## config.mk

```make
export PLATFORM = sky130hd
export DESIGN_NAME = level_ramp
export DESIGN_NICKNAME = d
export VERILOG_FILES = /design/src/verilog/ramp_pkg.sv /design/src/verilog/level_ramp.sv /design/src/verilog/serial_divider.sv
export SDC_FILE = /design/constraint.sdc
export NUM_CORES = 1
export LEC_CHECK = 0
export ABC_AREA = 1
export BUFFER_PORTS_ARGS = -buffer_cell sky130_fd_sc_hd__buf_2
export CORE_ASPECT_RATIO = 1.25
export CORE_MARGIN = 2
export CORE_UTILIZATION = 46
export CTS_BUF_LIST = sky130_fd_sc_hd__clkbuf_16
export DETAILED_ROUTE_END_ITERATION = 12
export RECOVER_POWER = 25
export SETUP_SLACK_MARGIN = 0.02
export SYNTH_ARGS = -nofsm -noshare
export SYNTH_HDL_FRONTEND = slang
export SYNTH_SLANG_ARGS = --single-unit
```

## constraint.sdc

```tcl
create_clock -name pclk -period 10.12 [get_ports pclk]
set_input_delay 1.012 -clock pclk [delete_from_list [all_inputs] [get_ports pclk]]
set_output_delay 1.012 -clock pclk [all_outputs]
set_load 0.005 [all_outputs]
```

## src/verilog/ramp_pkg.sv

```systemverilog
// Shared constants, register map and carrier types for the level ramp
package ramp_pkg;

    // ==========================================================
    // Widths and timing
    // ==========================================================
    localparam int unsigned LEVEL_W       = 18;
    localparam int unsigned OUT_W         = 16;
    localparam int unsigned RATE_W        = 14;
    localparam int unsigned GAIN_W        = 11;
    localparam int unsigned DIV_W         = 32;
    localparam int unsigned CLK_MHZ       = 250;
    localparam int unsigned TICK_MS       = 100;
    localparam int unsigned TICK_CYCLES   = TICK_MS * 1000 * CLK_MHZ;
    localparam int unsigned TICKS_PER_SEC = 1000 / TICK_MS;
    localparam int unsigned GAIN_SCALE    = 100;

    // ==========================================================
    // Parameter ranges
    // ==========================================================
    localparam int TARGET_MIN  = -10000;
    localparam int TARGET_MAX  = 20000;
    localparam int LAUNCH_MIN  = 0;
    localparam int LAUNCH_MAX  = 20000;
    localparam int RATE_MIN    = 1;
    localparam int RATE_MAX    = 10000;
    localparam int GAIN_MIN    = 0;
    localparam int GAIN_MAX    = 1000;
    localparam int OFFSET_MIN  = -10000;
    localparam int OFFSET_MAX  = 10000;
    localparam int OUT_MAX     = 32767;

    // ==========================================================
    // Register byte offsets
    // ==========================================================
    localparam logic [7:0] ADDR_CTRL    = 8'h00;
    localparam logic [7:0] ADDR_TARGET1 = 8'h04;
    localparam logic [7:0] ADDR_TARGET2 = 8'h08;
    localparam logic [7:0] ADDR_CEILING = 8'h0c;
    localparam logic [7:0] ADDR_LAUNCH  = 8'h10;
    localparam logic [7:0] ADDR_RATE    = 8'h14;
    localparam logic [7:0] ADDR_GAIN    = 8'h18;
    localparam logic [7:0] ADDR_OFFSET  = 8'h1c;
    localparam logic [7:0] ADDR_STATUS  = 8'h20;
    localparam logic [7:0] ADDR_LEVEL   = 8'h24;
    localparam logic [7:0] ADDR_OUTPUT  = 8'h28;

    // Control register fields
    localparam int unsigned CTRL_SRC1_BIT = 0;
    localparam int unsigned CTRL_SRC2_BIT = 1;

    // ==========================================================
    // Types
    // ==========================================================
    typedef logic signed [LEVEL_W-1:0] level_t;

    typedef enum logic [2:0] {
        ST_IDLE, ST_START_DWELL, ST_RAMP, ST_HALT_RAMP, ST_HALT_DWELL
    } ramp_state_t;

    typedef struct packed {
        logic              src1_ext;
        logic              src2_ext;
        level_t            target_one;
        level_t            target_two;
        level_t            level_ceiling;
        level_t            launch_floor_offset;
        logic [RATE_W-1:0] rate;
        logic [GAIN_W-1:0] gain;
        level_t            offset;
    } ramp_params_t;

    // Reset values of the parameter set
    localparam level_t            RST_CEILING = level_t'(TARGET_MAX);
    localparam logic [RATE_W-1:0] RST_RATE    = RATE_W'(10);
    localparam logic [GAIN_W-1:0] RST_GAIN    = GAIN_W'(GAIN_SCALE);

endpackage

```

## src/verilog/level_ramp.sv

```systemverilog
// Level ramp generator with APB parameter registers and scaled output
`timescale 1ns/1ps
`default_nettype none
module level_ramp #(
    parameter int unsigned TICK_CYCLES = ramp_pkg::TICK_CYCLES
) (
    input  wire logic                         pclk,
    input  wire logic                         presetn,
    input  wire logic                         psel,
    input  wire logic                         penable,
    input  wire logic                         pwrite,
    input  wire logic [7:0]                   paddr,
    input  wire logic [31:0]                  pwdata,
    output logic [31:0]                       prdata,
    output logic                              pready,
    output logic                              pslverr,
    input  wire logic                         enable,
    input  wire logic                         soft_halt,
    input  wire logic                         level_choice,
    input  wire ramp_pkg::level_t             target_one_ext,
    input  wire ramp_pkg::level_t             target_two_ext,
    output ramp_pkg::level_t                  current_level,
    output logic [ramp_pkg::OUT_W-1:0]        scaled_output
);

    // ==========================================================
    // Helpers
    // ==========================================================
    // Saturate a written word into a signed range
    function automatic ramp_pkg::level_t clamp_level(
        input logic [31:0] v, input int lo, input int hi);
        int s;
        s = int'(v);
        if (s < lo)
            s = lo;
        if (s > hi)
            s = hi;
        return ramp_pkg::level_t'(s);
    endfunction

    // Move one step toward a target without passing it
    function automatic ramp_pkg::level_t step_toward(
        input ramp_pkg::level_t cur,
        input ramp_pkg::level_t tgt,
        input ramp_pkg::level_t stp);
        ramp_pkg::level_t res;
        res = tgt;
        if (cur < tgt && (tgt - cur) > stp)
            res = cur + stp;
        else if (cur > tgt && (cur - tgt) > stp)
            res = cur - stp;
        return res;
    endfunction

    // ==========================================================
    // APB slave
    // ==========================================================
    ramp_pkg::ramp_params_t prm_q;
    ramp_pkg::ramp_state_t  state_q;
    logic                   halt_lock_q;
    logic                   wr_en;
    logic                   rd_hit;
    logic [31:0]            rd_data;

    // Zero-wait slave: pready rises in the first access cycle
    assign wr_en = psel && penable && pready && pwrite;

    always_ff @(posedge pclk or negedge presetn)
    begin
        if (!presetn)
            pready <= 1'b0;
        else
            pready <= psel && !penable && !pready;
    end

    // Parameter writes, clamped to their legal ranges
    always_ff @(posedge pclk or negedge presetn)
    begin
        if (!presetn)
        begin
            prm_q                     <= '0;
            prm_q.level_ceiling       <= ramp_pkg::RST_CEILING;
            prm_q.rate                <= ramp_pkg::RST_RATE;
            prm_q.gain                <= ramp_pkg::RST_GAIN;
        end
        else if (wr_en)
        begin
            unique case (paddr)
                ramp_pkg::ADDR_CTRL:
                begin
                    prm_q.src1_ext <= pwdata[ramp_pkg::CTRL_SRC1_BIT];
                    prm_q.src2_ext <= pwdata[ramp_pkg::CTRL_SRC2_BIT];
                end
                ramp_pkg::ADDR_TARGET1:
                    prm_q.target_one <= clamp_level(pwdata,
                        ramp_pkg::TARGET_MIN, ramp_pkg::TARGET_MAX);
                ramp_pkg::ADDR_TARGET2:
                    prm_q.target_two <= clamp_level(pwdata,
                        ramp_pkg::TARGET_MIN, ramp_pkg::TARGET_MAX);
                ramp_pkg::ADDR_CEILING:
                    prm_q.level_ceiling <= clamp_level(pwdata,
                        ramp_pkg::TARGET_MIN, ramp_pkg::TARGET_MAX);
                ramp_pkg::ADDR_LAUNCH:
                    prm_q.launch_floor_offset <= clamp_level(pwdata,
                        ramp_pkg::LAUNCH_MIN, ramp_pkg::LAUNCH_MAX);
                ramp_pkg::ADDR_RATE:
                    prm_q.rate <= ramp_pkg::RATE_W'(clamp_level(pwdata,
                        ramp_pkg::RATE_MIN, ramp_pkg::RATE_MAX));
                ramp_pkg::ADDR_GAIN:
                    prm_q.gain <= ramp_pkg::GAIN_W'(clamp_level(pwdata,
                        ramp_pkg::GAIN_MIN, ramp_pkg::GAIN_MAX));
                ramp_pkg::ADDR_OFFSET:
                    prm_q.offset <= clamp_level(pwdata,
                        ramp_pkg::OFFSET_MIN, ramp_pkg::OFFSET_MAX);
                default:
                    ; // Read-only or unmapped: write ignored
            endcase
        end
    end

    // Read decode
    always_comb
    begin
        rd_hit  = 1'b1;
        rd_data = '0;
        unique case (paddr)
            ramp_pkg::ADDR_CTRL:
            begin
                rd_data[ramp_pkg::CTRL_SRC1_BIT] = prm_q.src1_ext;
                rd_data[ramp_pkg::CTRL_SRC2_BIT] = prm_q.src2_ext;
            end
            ramp_pkg::ADDR_TARGET1: rd_data = 32'(prm_q.target_one);
            ramp_pkg::ADDR_TARGET2: rd_data = 32'(prm_q.target_two);
            ramp_pkg::ADDR_CEILING: rd_data = 32'(prm_q.level_ceiling);
            ramp_pkg::ADDR_LAUNCH:  rd_data = 32'(prm_q.launch_floor_offset);
            ramp_pkg::ADDR_RATE:    rd_data = 32'(prm_q.rate);
            ramp_pkg::ADDR_GAIN:    rd_data = 32'(prm_q.gain);
            ramp_pkg::ADDR_OFFSET:  rd_data = 32'(prm_q.offset);
            ramp_pkg::ADDR_STATUS:  rd_data = {28'h0000000, halt_lock_q,
                                               state_q};
            ramp_pkg::ADDR_LEVEL:   rd_data = 32'(current_level);
            ramp_pkg::ADDR_OUTPUT:  rd_data = 32'(scaled_output);
            default:                rd_hit  = 1'b0;
        endcase
    end

    // Read data and error registered for the access cycle
    always_ff @(posedge pclk or negedge presetn)
    begin
        if (!presetn)
        begin
            prdata  <= '0;
            pslverr <= 1'b0;
        end
        else if (psel && !penable)
        begin
            prdata  <= pwrite ? 32'h00000000 : rd_data;
            pslverr <= !rd_hit;
        end
        else
        begin
            prdata  <= '0;
            pslverr <= 1'b0;
        end
    end

    // ==========================================================
    // Update tick
    // ==========================================================
    logic [31:0] tick_cnt_q;
    logic        tick_q;
    logic        tick_restart;

    // Restarting makes each dwell state last one full tick plus one cycle
    always_ff @(posedge pclk or negedge presetn)
    begin
        if (!presetn)
        begin
            tick_cnt_q <= '0;
            tick_q     <= 1'b0;
        end
        else if (tick_restart)
        begin
            tick_cnt_q <= '0;
            tick_q     <= 1'b0;
        end
        else if (tick_cnt_q == 32'(TICK_CYCLES - 1))
        begin
            tick_cnt_q <= '0;
            tick_q     <= 1'b1;
        end
        else
        begin
            tick_cnt_q <= tick_cnt_q + 32'h00000001;
            tick_q     <= 1'b0;
        end
    end

    // ==========================================================
    // Ramp sequencer
    // ==========================================================
    logic             enable_q;
    logic             halt_q;
    logic             en_rise;
    logic             en_fall;
    logic             halt_rise;
    ramp_pkg::level_t launch_level;
    ramp_pkg::level_t target_raw;
    ramp_pkg::level_t target_cap;
    ramp_pkg::level_t floor_cap;
    ramp_pkg::level_t step;
    ramp_pkg::level_t run_next;
    ramp_pkg::level_t halt_next;

    assign en_rise   = enable && !enable_q;
    assign en_fall   = !enable && enable_q;
    assign halt_rise = soft_halt && !halt_q;

    assign launch_level = prm_q.offset + prm_q.launch_floor_offset;

    // Target pick; external sources track another block's value
    always_comb
    begin
        if (!level_choice)
            target_raw = prm_q.src1_ext ? target_one_ext
                                        : prm_q.target_one;
        else
            target_raw = prm_q.src2_ext ? target_two_ext
                                        : prm_q.target_two;
    end

    // Targets and launch level above the ceiling are cut; the offset level loaded in idle is not
    assign target_cap = (target_raw > prm_q.level_ceiling) ?
                        prm_q.level_ceiling : target_raw;
    assign floor_cap  = (launch_level > prm_q.level_ceiling) ?
                        prm_q.level_ceiling : launch_level;

    // Tenth of the rate per tick; slow rates still creep by one
    assign step = (prm_q.rate < ramp_pkg::RATE_W'(ramp_pkg::TICKS_PER_SEC)) ?
                  ramp_pkg::level_t'(1) :
                  ramp_pkg::level_t'(prm_q.rate /
                      ramp_pkg::RATE_W'(ramp_pkg::TICKS_PER_SEC));

    assign run_next  = step_toward(current_level, target_cap, step);
    assign halt_next = step_toward(current_level, floor_cap, step);

    assign tick_restart = (en_rise && !halt_lock_q)
                       || (state_q == ramp_pkg::ST_HALT_RAMP && tick_q
                           && halt_next == floor_cap);

    // Input edge history
    always_ff @(posedge pclk or negedge presetn)
    begin
        if (!presetn)
        begin
            enable_q <= 1'b0;
            halt_q   <= 1'b0;
        end
        else
        begin
            enable_q <= enable;
            halt_q   <= soft_halt;
        end
    end

    // Restart lock after a soft halt, cleared once both inputs drop
    always_ff @(posedge pclk or negedge presetn)
    begin
        if (!presetn)
            halt_lock_q <= 1'b0;
        else if (halt_rise && state_q != ramp_pkg::ST_IDLE)
            halt_lock_q <= 1'b1;
        else if (!enable && !soft_halt)
            halt_lock_q <= 1'b0;
    end

    // State and level; enable fall beats every other event
    always_ff @(posedge pclk or negedge presetn)
    begin
        if (!presetn)
        begin
            state_q       <= ramp_pkg::ST_IDLE;
            current_level <= '0;
        end
        else if (en_fall)
        begin
            state_q       <= ramp_pkg::ST_IDLE;
            current_level <= prm_q.offset;
        end
        else
        begin
            unique case (state_q)
                ramp_pkg::ST_IDLE:
                begin
                    current_level <= prm_q.offset;
                    if (en_rise && !halt_lock_q)
                    begin
                        state_q       <= ramp_pkg::ST_START_DWELL;
                        current_level <= floor_cap;
                    end
                end
                ramp_pkg::ST_START_DWELL:
                begin
                    if (halt_rise)
                        state_q <= ramp_pkg::ST_HALT_RAMP;
                    else if (tick_q)
                        state_q <= ramp_pkg::ST_RAMP;
                end
                ramp_pkg::ST_RAMP:
                begin
                    // Choice change simply swaps the target mid-ramp
                    if (halt_rise)
                        state_q <= ramp_pkg::ST_HALT_RAMP;
                    else if (tick_q)
                        current_level <= run_next;
                end
                ramp_pkg::ST_HALT_RAMP:
                begin
                    if (tick_q)
                    begin
                        current_level <= halt_next;
                        if (halt_next == floor_cap)
                            state_q <= ramp_pkg::ST_HALT_DWELL;
                    end
                end
                ramp_pkg::ST_HALT_DWELL:
                begin
                    if (tick_q)
                    begin
                        state_q       <= ramp_pkg::ST_IDLE;
                        current_level <= prm_q.offset;
                    end
                end
                default:
                    state_q <= ramp_pkg::ST_IDLE;
            endcase
        end
    end

    // ==========================================================
    // Scaled output
    // ==========================================================
    logic signed [ramp_pkg::LEVEL_W:0] diff;
    logic [ramp_pkg::DIV_W-1:0]        dividend;
    logic [ramp_pkg::DIV_W-1:0]        quotient;
    logic [ramp_pkg::GAIN_W-1:0]       div_gain_q;
    logic                              diff_neg_q;
    logic                              div_busy;
    logic                              div_done;

    // Gain is held in hundredths, so scale the numerator to match
    assign diff = {current_level[ramp_pkg::LEVEL_W-1], current_level}
                - {prm_q.offset[ramp_pkg::LEVEL_W-1], prm_q.offset};
    assign dividend = diff[ramp_pkg::LEVEL_W] ? '0 :
                      ramp_pkg::DIV_W'(diff) *
                      ramp_pkg::DIV_W'(ramp_pkg::GAIN_SCALE);

    // Sample sign and gain with the operands the divider takes
    always_ff @(posedge pclk or negedge presetn)
    begin
        if (!presetn)
        begin
            div_gain_q <= '0;
            diff_neg_q <= 1'b0;
        end
        else if (!div_busy)
        begin
            div_gain_q <= prm_q.gain;
            diff_neg_q <= diff[ramp_pkg::LEVEL_W];
        end
    end

    // Divider runs back to back; output trails the level by up to 66 cycles
    serial_divider #(
        .NUM_W (ramp_pkg::DIV_W),
        .DEN_W (ramp_pkg::GAIN_W)
    ) u_div (
        .pclk     (pclk),
        .presetn  (presetn),
        .start    (!div_busy),
        .dividend (dividend),
        .divisor  (prm_q.gain),
        .busy     (div_busy),
        .done     (div_done),
        .quotient (quotient)
    );

    // Clamp to the output range; zero gain saturates high unless the level is below the offset
    always_ff @(posedge pclk or negedge presetn)
    begin
        if (!presetn)
            scaled_output <= '0;
        else if (div_done)
        begin
            if (diff_neg_q)
                scaled_output <= '0;
            else if (div_gain_q == '0
                  || quotient > ramp_pkg::DIV_W'(ramp_pkg::OUT_MAX))
                scaled_output <= ramp_pkg::OUT_W'(ramp_pkg::OUT_MAX);
            else
                scaled_output <= ramp_pkg::OUT_W'(quotient);
        end
    end

endmodule
`default_nettype wire

```

## src/verilog/serial_divider.sv

```systemverilog
// Serial restoring divider, one quotient bit per clock
`timescale 1ns/1ps
`default_nettype none
module serial_divider #(
    parameter int unsigned NUM_W = 32,
    parameter int unsigned DEN_W = 11
) (
    input  wire logic             pclk,
    input  wire logic             presetn,
    input  wire logic             start,
    input  wire logic [NUM_W-1:0] dividend,
    input  wire logic [DEN_W-1:0] divisor,
    output logic                  busy,
    output logic                  done,
    output logic [NUM_W-1:0]      quotient
);

    localparam int unsigned CNT_W = $clog2(NUM_W + 1);

    logic [NUM_W-1:0] rem_q;
    logic [NUM_W-1:0] num_q;
    logic [DEN_W-1:0] den_q;
    logic [CNT_W-1:0] cnt_q;
    logic [NUM_W-1:0] trial;

    // Shift the next numerator bit into the partial remainder
    assign trial = {rem_q[NUM_W-2:0], num_q[NUM_W-1]};

    // One iteration per cycle; a zero divisor yields all ones
    always_ff @(posedge pclk or negedge presetn)
    begin
        if (!presetn)
        begin
            rem_q    <= '0;
            num_q    <= '0;
            den_q    <= '0;
            cnt_q    <= '0;
            busy     <= 1'b0;
            done     <= 1'b0;
            quotient <= '0;
        end
        else
        begin
            done <= 1'b0;
            if (start && !busy)
            begin
                rem_q <= '0;
                num_q <= dividend;
                den_q <= divisor;
                cnt_q <= CNT_W'(NUM_W);
                busy  <= 1'b1;
            end
            else if (busy)
            begin
                num_q <= {num_q[NUM_W-2:0], 1'b0};
                if (trial >= NUM_W'(den_q))
                begin
                    rem_q    <= trial - NUM_W'(den_q);
                    quotient <= {quotient[NUM_W-2:0], 1'b1};
                end
                else
                begin
                    rem_q    <= trial;
                    quotient <= {quotient[NUM_W-2:0], 1'b0};
                end
                cnt_q <= cnt_q - CNT_W'(1);
                if (cnt_q == CNT_W'(1))
                begin
                    busy <= 1'b0;
                    done <= 1'b1;
                end
            end
        end
    end

endmodule
`default_nettype wire
```

* Yosys cells after proc, flatten, opt, wreduce, memory -nomap -nowiden
Cells that the tools add are included. W data, S select, Z words.
Storage, ports and cells: register bits after elaboration 339, input port bits 84, output and inout bits 68, logic and storage cells 207
Cells by class: add/subtract/negate cells 11, $mul 1, div/mod/pow operators 1, magnitude comparators 23, equality and inequality tests 25, mux-type cells 74, reduce and logical (&&, ||, !) cells 44
Operator list (number):
- $mux W32 | 23
- $mux W18 | 21
- $pmux W30 S10 | 1
- $gt A18 B18 Y1 | 8
- $gt A32 B16 Y1 const B | 4
- $gt A32 B15 Y1 const B | 3
- $sub A18 B18 Y18 | 5
- $pmux W18 S4 | 1
- $mux W31 | 2
- $add A18 B18 Y18 | 2
- $lt A18 B18 Y1 | 2
- $add A32 B1 Y32 const B | 1
- $eq A32 B25 Y1 const B | 1
- $eq A8 B5 Y1 const B | 4
- $ge A32 B11 Y1 | 1
- $gt A32 B11 Y1 const B | 1
- $lt A32 B1 Y1 const B | 1
- $lt A32 B15 Y1 const B | 1
- $lt A32 B2 Y1 const B | 1
- $mul A32 B5 Y30 const B | 1
- $mux W16 | 2
- $sub A31 B11 Y31 | 1
- $eq A8 B6 Y1 const B | 3
- $mux W3 | 8
- other kinds (33) | 81

* Logic depth before layout (Yosys ltp)
word-level depth 13, mapped depth 77

* Hierarchy
From an unflattened synthesis, not the netlist that was laid out.
Unflattened totals: cells, all modules 4085, area, all modules 29440.7 µm²
By module, submodules not included:
- level_ramp | times used 1, cells each 3286, area an instance 23231.0 µm², sequential area each 5567.8 µm²
- serial_divider | times used 1, cells each 799, area an instance 6209.7 µm², sequential area each 2852.7 µm²

* Least setup slack after synthesis
No wires, ideal clock.
path type reg-to-reg, start reg prm_q[0] in the netlist's numbering, end reg tick_cnt_q[29], data arrival time 8.263 ns, required time 9.999 ns, setup slack 1.736 ns, stages on the path, launching flop included 57, path buffers 4, period minus slack after synthesis 8.384 ns, cells stage by stage dfrtp_1 > ha_1 > fa_1 > nand3_1 > nand2_1 > a21oi_1 > o21bai_1 > nand2_1 > nand2_1 > a21oi_1 > nor2_1 > o21ai_0 > nand2_1 > a21oi_1 > o21bai_1 > nand3_1 > nand2_1 > nand2_1 > [... 21 more ...] > ha_1 > nand2_1 > nor2_1 > a2111oi_0 > o211ai_1 > a21oi_1 > o2111ai_1 > nand3_2 > clkbuf_1 > nor2_1 > a31oi_1 > xor2_1 > nand4_1 > nor2_1 > nand3_1 > o21ai_2 > buf_2 > nor2_1
On the way: cells in the longest elaborated chain, start to end 12, elaborated cells on any way between the ends 17, those cells by class add/sub: 3; order compare: 5; eq/ne: 1; mux: 4; reduce/logical: 4
Ends and longest elaborated chain:
- start, declared | RTL line level_ramp.sv:58 | ramp_pkg::ramp_params_t prm_q;
- $add A18 B18 Y18 * | RTL line level_ramp.sv:219 | assign launch_level = prm_q.offset + prm_q.launch_floor_offset;
- $gt A18 B18 Y1 | RTL line level_ramp.sv:235 | assign floor_cap = (launch_level > prm_q.level_ceiling) ?
- $mux W18 * | RTL line level_ramp.sv:235
- $sub A18 B18 Y18 | RTL line level_ramp.sv:50 | else if (cur > tgt && (cur - tgt) > stp)
- $gt A18 B18 Y1 | RTL line level_ramp.sv:50
- $logic_and A1 B1 Y1 | RTL line level_ramp.sv:50
- $mux W18 | RTL line level_ramp.sv:50
- $mux W18 | RTL line level_ramp.sv:48 | if (cur < tgt && (tgt - cur) > stp)
- $eq A18 B18 Y1 * | RTL line level_ramp.sv:249 | && halt_next == floor_cap);
- $logic_and A1 B1 Y1 * | RTL line level_ramp.sv:249
- $logic_or A1 B1 Y1 * | RTL line level_ramp.sv:248 | || (state_q == ramp_pkg::ST_HALT_RAMP && tick_q
- $mux W32 * | RTL line level_ramp.sv:182 | else if (tick_restart)
- end signal, assigned | RTL line level_ramp.sv:194 | tick_cnt_q <= tick_cnt_q + 32'h00000001;
- end, declared | RTL line level_ramp.sv:170 | logic [31:0] tick_cnt_q;
Every way passes the cells marked *; elsewhere a longest branch is shown, timed or not. A chain may end at the register's enable or synchronous reset.

* Worst setup path in the final report
start reg prm_q[41] in the netlist's numbering, end reg tick_cnt_q[20]
On the way: cells in the longest elaborated chain, start to end 10, elaborated cells on any way between the ends 15, those cells by class add/sub: 2; div: 1; order compare: 3; eq/ne: 1; mux: 4; reduce/logical: 4
Ends and longest elaborated chain:
- $div A14 B4 Y18 or $lt A14 B4 Y1 (tied branches) | RTL line level_ramp.sv:241, level_ramp.sv:239
- $mux W18 * | RTL line level_ramp.sv:239 | assign step = (prm_q.rate < ramp_pkg::RATE_W'(ramp_pkg::TICKS_PER_SEC)) ?
- $gt A18 B18 Y1 | RTL line level_ramp.sv:50
- $logic_and A1 B1 Y1 | RTL line level_ramp.sv:50
- $mux W18 | RTL line level_ramp.sv:50
- $mux W18 * | RTL line level_ramp.sv:48
- $eq A18 B18 Y1 * | RTL line level_ramp.sv:249
- $logic_and A1 B1 Y1 * | RTL line level_ramp.sv:249
- $logic_or A1 B1 Y1 * | RTL line level_ramp.sv:248
- $mux W32 * | RTL line level_ramp.sv:182
Marked as above.

==> results.md <==
* Outcome: finished with violations
* Failing checks: max-capacitance violations, max-slew violations
* Yosys reg bits at between 300 and 400
* Root Buffer: clkbuf_16
* DP HPWL at between 80000 and 90000 um
* Clock latency on the worst-skew pair at roughly 0.54 ns
* Core ar. at around 59000 sq um
* Critical Path AT at between 9 and 10 ns
* Row count at 100
* Num CTS Buffers at 35
* Top cell by count, worst path: nand2_1
* Avg Inst Size Synth at around 7.3 sq um
* Syn Std Cell Area at 27500 sq um
* Startpoint Class: register
* Reg clk slew, reported paths at about 0.060 ns
* Number of I/O pins at approximately 150
* Leakage at 15.1 nW
* Leading post-synthesis cells by cell area: dfrtp_1 28%, ha_1 13%, nand2_1 7.6%, inv_1 7.4%, o21ai_0 6.5%
* Area Overhead vs Synth at 10.3%
* Die Area at just over 60000 sq um
* Layout cells sized above 1 at under 10%
* Commonest non-fill, non-tap cell in the layout: nand2_1
* Largest stage delay, worst path at about 0.46 ns
* Starting DRC count in detailed routing at 2500
* Post-Syn Nets at roughly 4100
* Nets at approximately 4300
* Hold WC Path Type: register to register
* First-pass GRT wire length at 159000 um
* Post-DRT Antenna Nets at 0
* Final Max Tran Viols at between 200 and 300
* CP Launch Point: prm_q[41]
* Yosys warns at 0
* Reg power frac at ~16%
* Initial antenna violation count at 7
* IO Port Bufs at between 150 and 200
* DR WL/cell at about 23 um
* Worst rel slew slack at -256%
* Setup repair after global routing missed its margin: no
* Slew @ Worst Pin at between 5 and 6 ns
* Hold Slack at ~0.43 ns
* Multiplexer share of the synthesized area at less than 1%
* Fin crit period at 9.49 ns
* Setup crit end kind: register
* RePlAce Congestion at slightly above 1
* # setup viols final at 0
* P_sw at between 5 and 6 mW
* Async SR Flop Fraction at 100%
* Count of different cell masters after synthesis at 65
* Simple-Gate Fraction of Synth Area at roughly a fifth
* Total number of vias at 27200
* Reg2reg start: prm_q[41]
* Power, Total at 10.2 mW
* Tcrit/Tclk final at around 94%
* Critical-path maximum fanout at 33
* Total track usage at 34.1%
* Final Skew at between 0.01 and 0.015 ns
* Setup_tns at 0 ns
* Cells after Synth at about 3800
* Die extent in x at between 200 and 250 um
* Post-DP Area at roughly 29000 sq um
* Req. time, crit path at around 11 ns
* Largest family of logic cells by synthesized area: compound AO/OA/AOI/OAI gates
* Synth Area in XOR/XNOR at 5.85%
* Switching share of power at 51.7%
* Largest net degree at the start of global routing at 110
* Synth Area in Compound Gates at about a fifth
* Count of hold-fix buffers inserted at cts at 0
* Drt first pass iters at 6
* Synth top area share at 28.4%
* Initial core utilization at 46.4%
* CP Class: register to register
* Cell accounting for the most synthesized area: dfrtp_1
* Final instance area at between 30000 and 40000 sq um
* CP max-delay cell: dfrtp_1
* Vias in the first global route at between 20000 and 30000
* Fmax at around 110 MHz
* Internal at approximately 4.9 mW
* Hold Crit Start: u_div.num_q[27]
* CTS tree: built
* Sequential fraction of the synthesis area at between 20% and 30%
* Maximum capacitance violations at 3
* Clock power frac at between 10% and 20%
* Via density at about 5.8
* # DRC at 0
* Global routing's busiest layer: met2
* Prevailing post-synth register cell: dfrtp_1
* Longest Clk Path Bufs at 3
* Met2 usage at between 50 and 60%
* Htree depth at 2
* M1 GR Usage at between 40% and 50%
* Final Hold Vio Count at 0
* Commonest cells after routing, fill and taps aside: 558 x nand2_1, 552 x inv_1, 356 x nor2_1
* Met3 Use GR at about 4.0%
* Synth Area in Adders at ~15%
* Comb pwr share at 71.1%
* Clock sink count at between 300 and 400
* Routed WL at roughly 110000 um
* Pwr dens at around 330 nW/um^2
* Total grt overflow at 0
* Worst vdd ir at approximately 0.00027 V
* Die H at roughly 280 um
* Post-synth EDFFs at 0
## metal layers
metal  wire length (um)  vias to the layer above
li1                   -                    12800
met3               7000                      374
met1              42600                    12900
met2              49300                     1134
met5                 61                        -
met4               8750                        8
## worst max-delay path, delay by kind of cell (launching register included)
family | cells | cell delay (ns)
AOI/OAI and AO/OA | 9 | 1.95
xor gates and xnor gates | 1 | 0.29
and+or+nand+nor | 45 | 4.63
adders and majority gates | 2 | 0.56
DFF | 1 | 0.46
buffers and inverters | 10 | 1.44
## cell families after synthesis
logic type / count (synthesis)
buf+inv: 713
xor+xnor: 184
fa+ha+maj: 305
flops: 323
mux: 1
compound gates: 965
simple gates: 1264
## path summary, 6_finish.rpt
kind	cells past startpoint	to	slack, ns
setup reg to reg	67	tick_cnt_q[20]	0.63
hold / removal	2	u_div.num_q[28]	0.43
min in group asynchronous	1	tick_cnt_q[19]	2.34
max in group asynchronous	2	current_level[7]	3.28
setup / recovery	67	tick_cnt_q[20]	0.63
hold reg to reg	2	u_div.num_q[28]	0.43
## cell usage after synthesis, types with 11 or more instances
cell / n
o21ai_0: 357
clkinv_1: 12
o21ai_1: 14
clkbuf_1: 105
nand4_1: 55
a21oi_1: 293
nor4_1: 23
nand3_1: 159
fa_1: 27
ha_1: 278
o21a_1: 11
xor2_1: 150
o21bai_1: 21
nor2_1: 357
inv_2: 24
inv_1: 546
dfrtp_1: 313
nor3_1: 41
buf_4: 21
a31oi_1: 29
a211oi_1: 20
nand2_2: 22
nand2_4: 15
o22ai_1: 85
o221ai_1: 20
xnor2_1: 34
o211ai_1: 31
a221oi_1: 17
o31ai_1: 14
nand2_1: 559
## metrics by stage
stage          utilization [%]  setup slack, ns  cells
3_3_place_gp              49.1            0.537   4605
3_5_place_dp              49.1            0.350   4605
6_report                  51.1            0.633   4671
5_1_grt                   51.1           0.0446   4671
2_1_floorplan                -             1.74   3755
4_1_cts                   51.1            0.324   4668
## timing repair
item,4_1_cts,5_1_grt
resized for setup,0,23
endpoints found under the setup margin,0,49
setup buffers,0,1
## power groups by stage
stage / combinational (mW) / clock, mW / sequential [mW]
floorplan: 5.17 / 0 / 1.58
global placement: 7.10 / 0 / 1.64
detailed placement: 7.07 / 0 / 1.64
CTS: 7.14 / 1.34 / 1.61
global route: 8.11 / 1.39 / 1.63
finish: 7.24 / 1.32 / 1.62
## cell type report
class	count	area [sq um]
fillers	6103	29000
multi-input cells	2719	16700
flip-flops and latches	323	8100
inverters	582	2190
repair buffers	217	1260
well taps	765	957
clock buffers	36	901
clock inverters	27	245
diodes	2	5.00
## sequential cells by signal, summed over array words and instances, names as in the netlist, 3 cells and up
signal / count
current_level: 18
prdata: 18
prm_q: 117
u_div.cnt_q: 6
u_div.quotient: 32
state_q: 3
tick_cnt_q: 32
u_div.rem_q: 31
scaled_output: 16
u_div.den_q: 11
u_div.num_q: 30
Power figures use the tool's default switching activity.
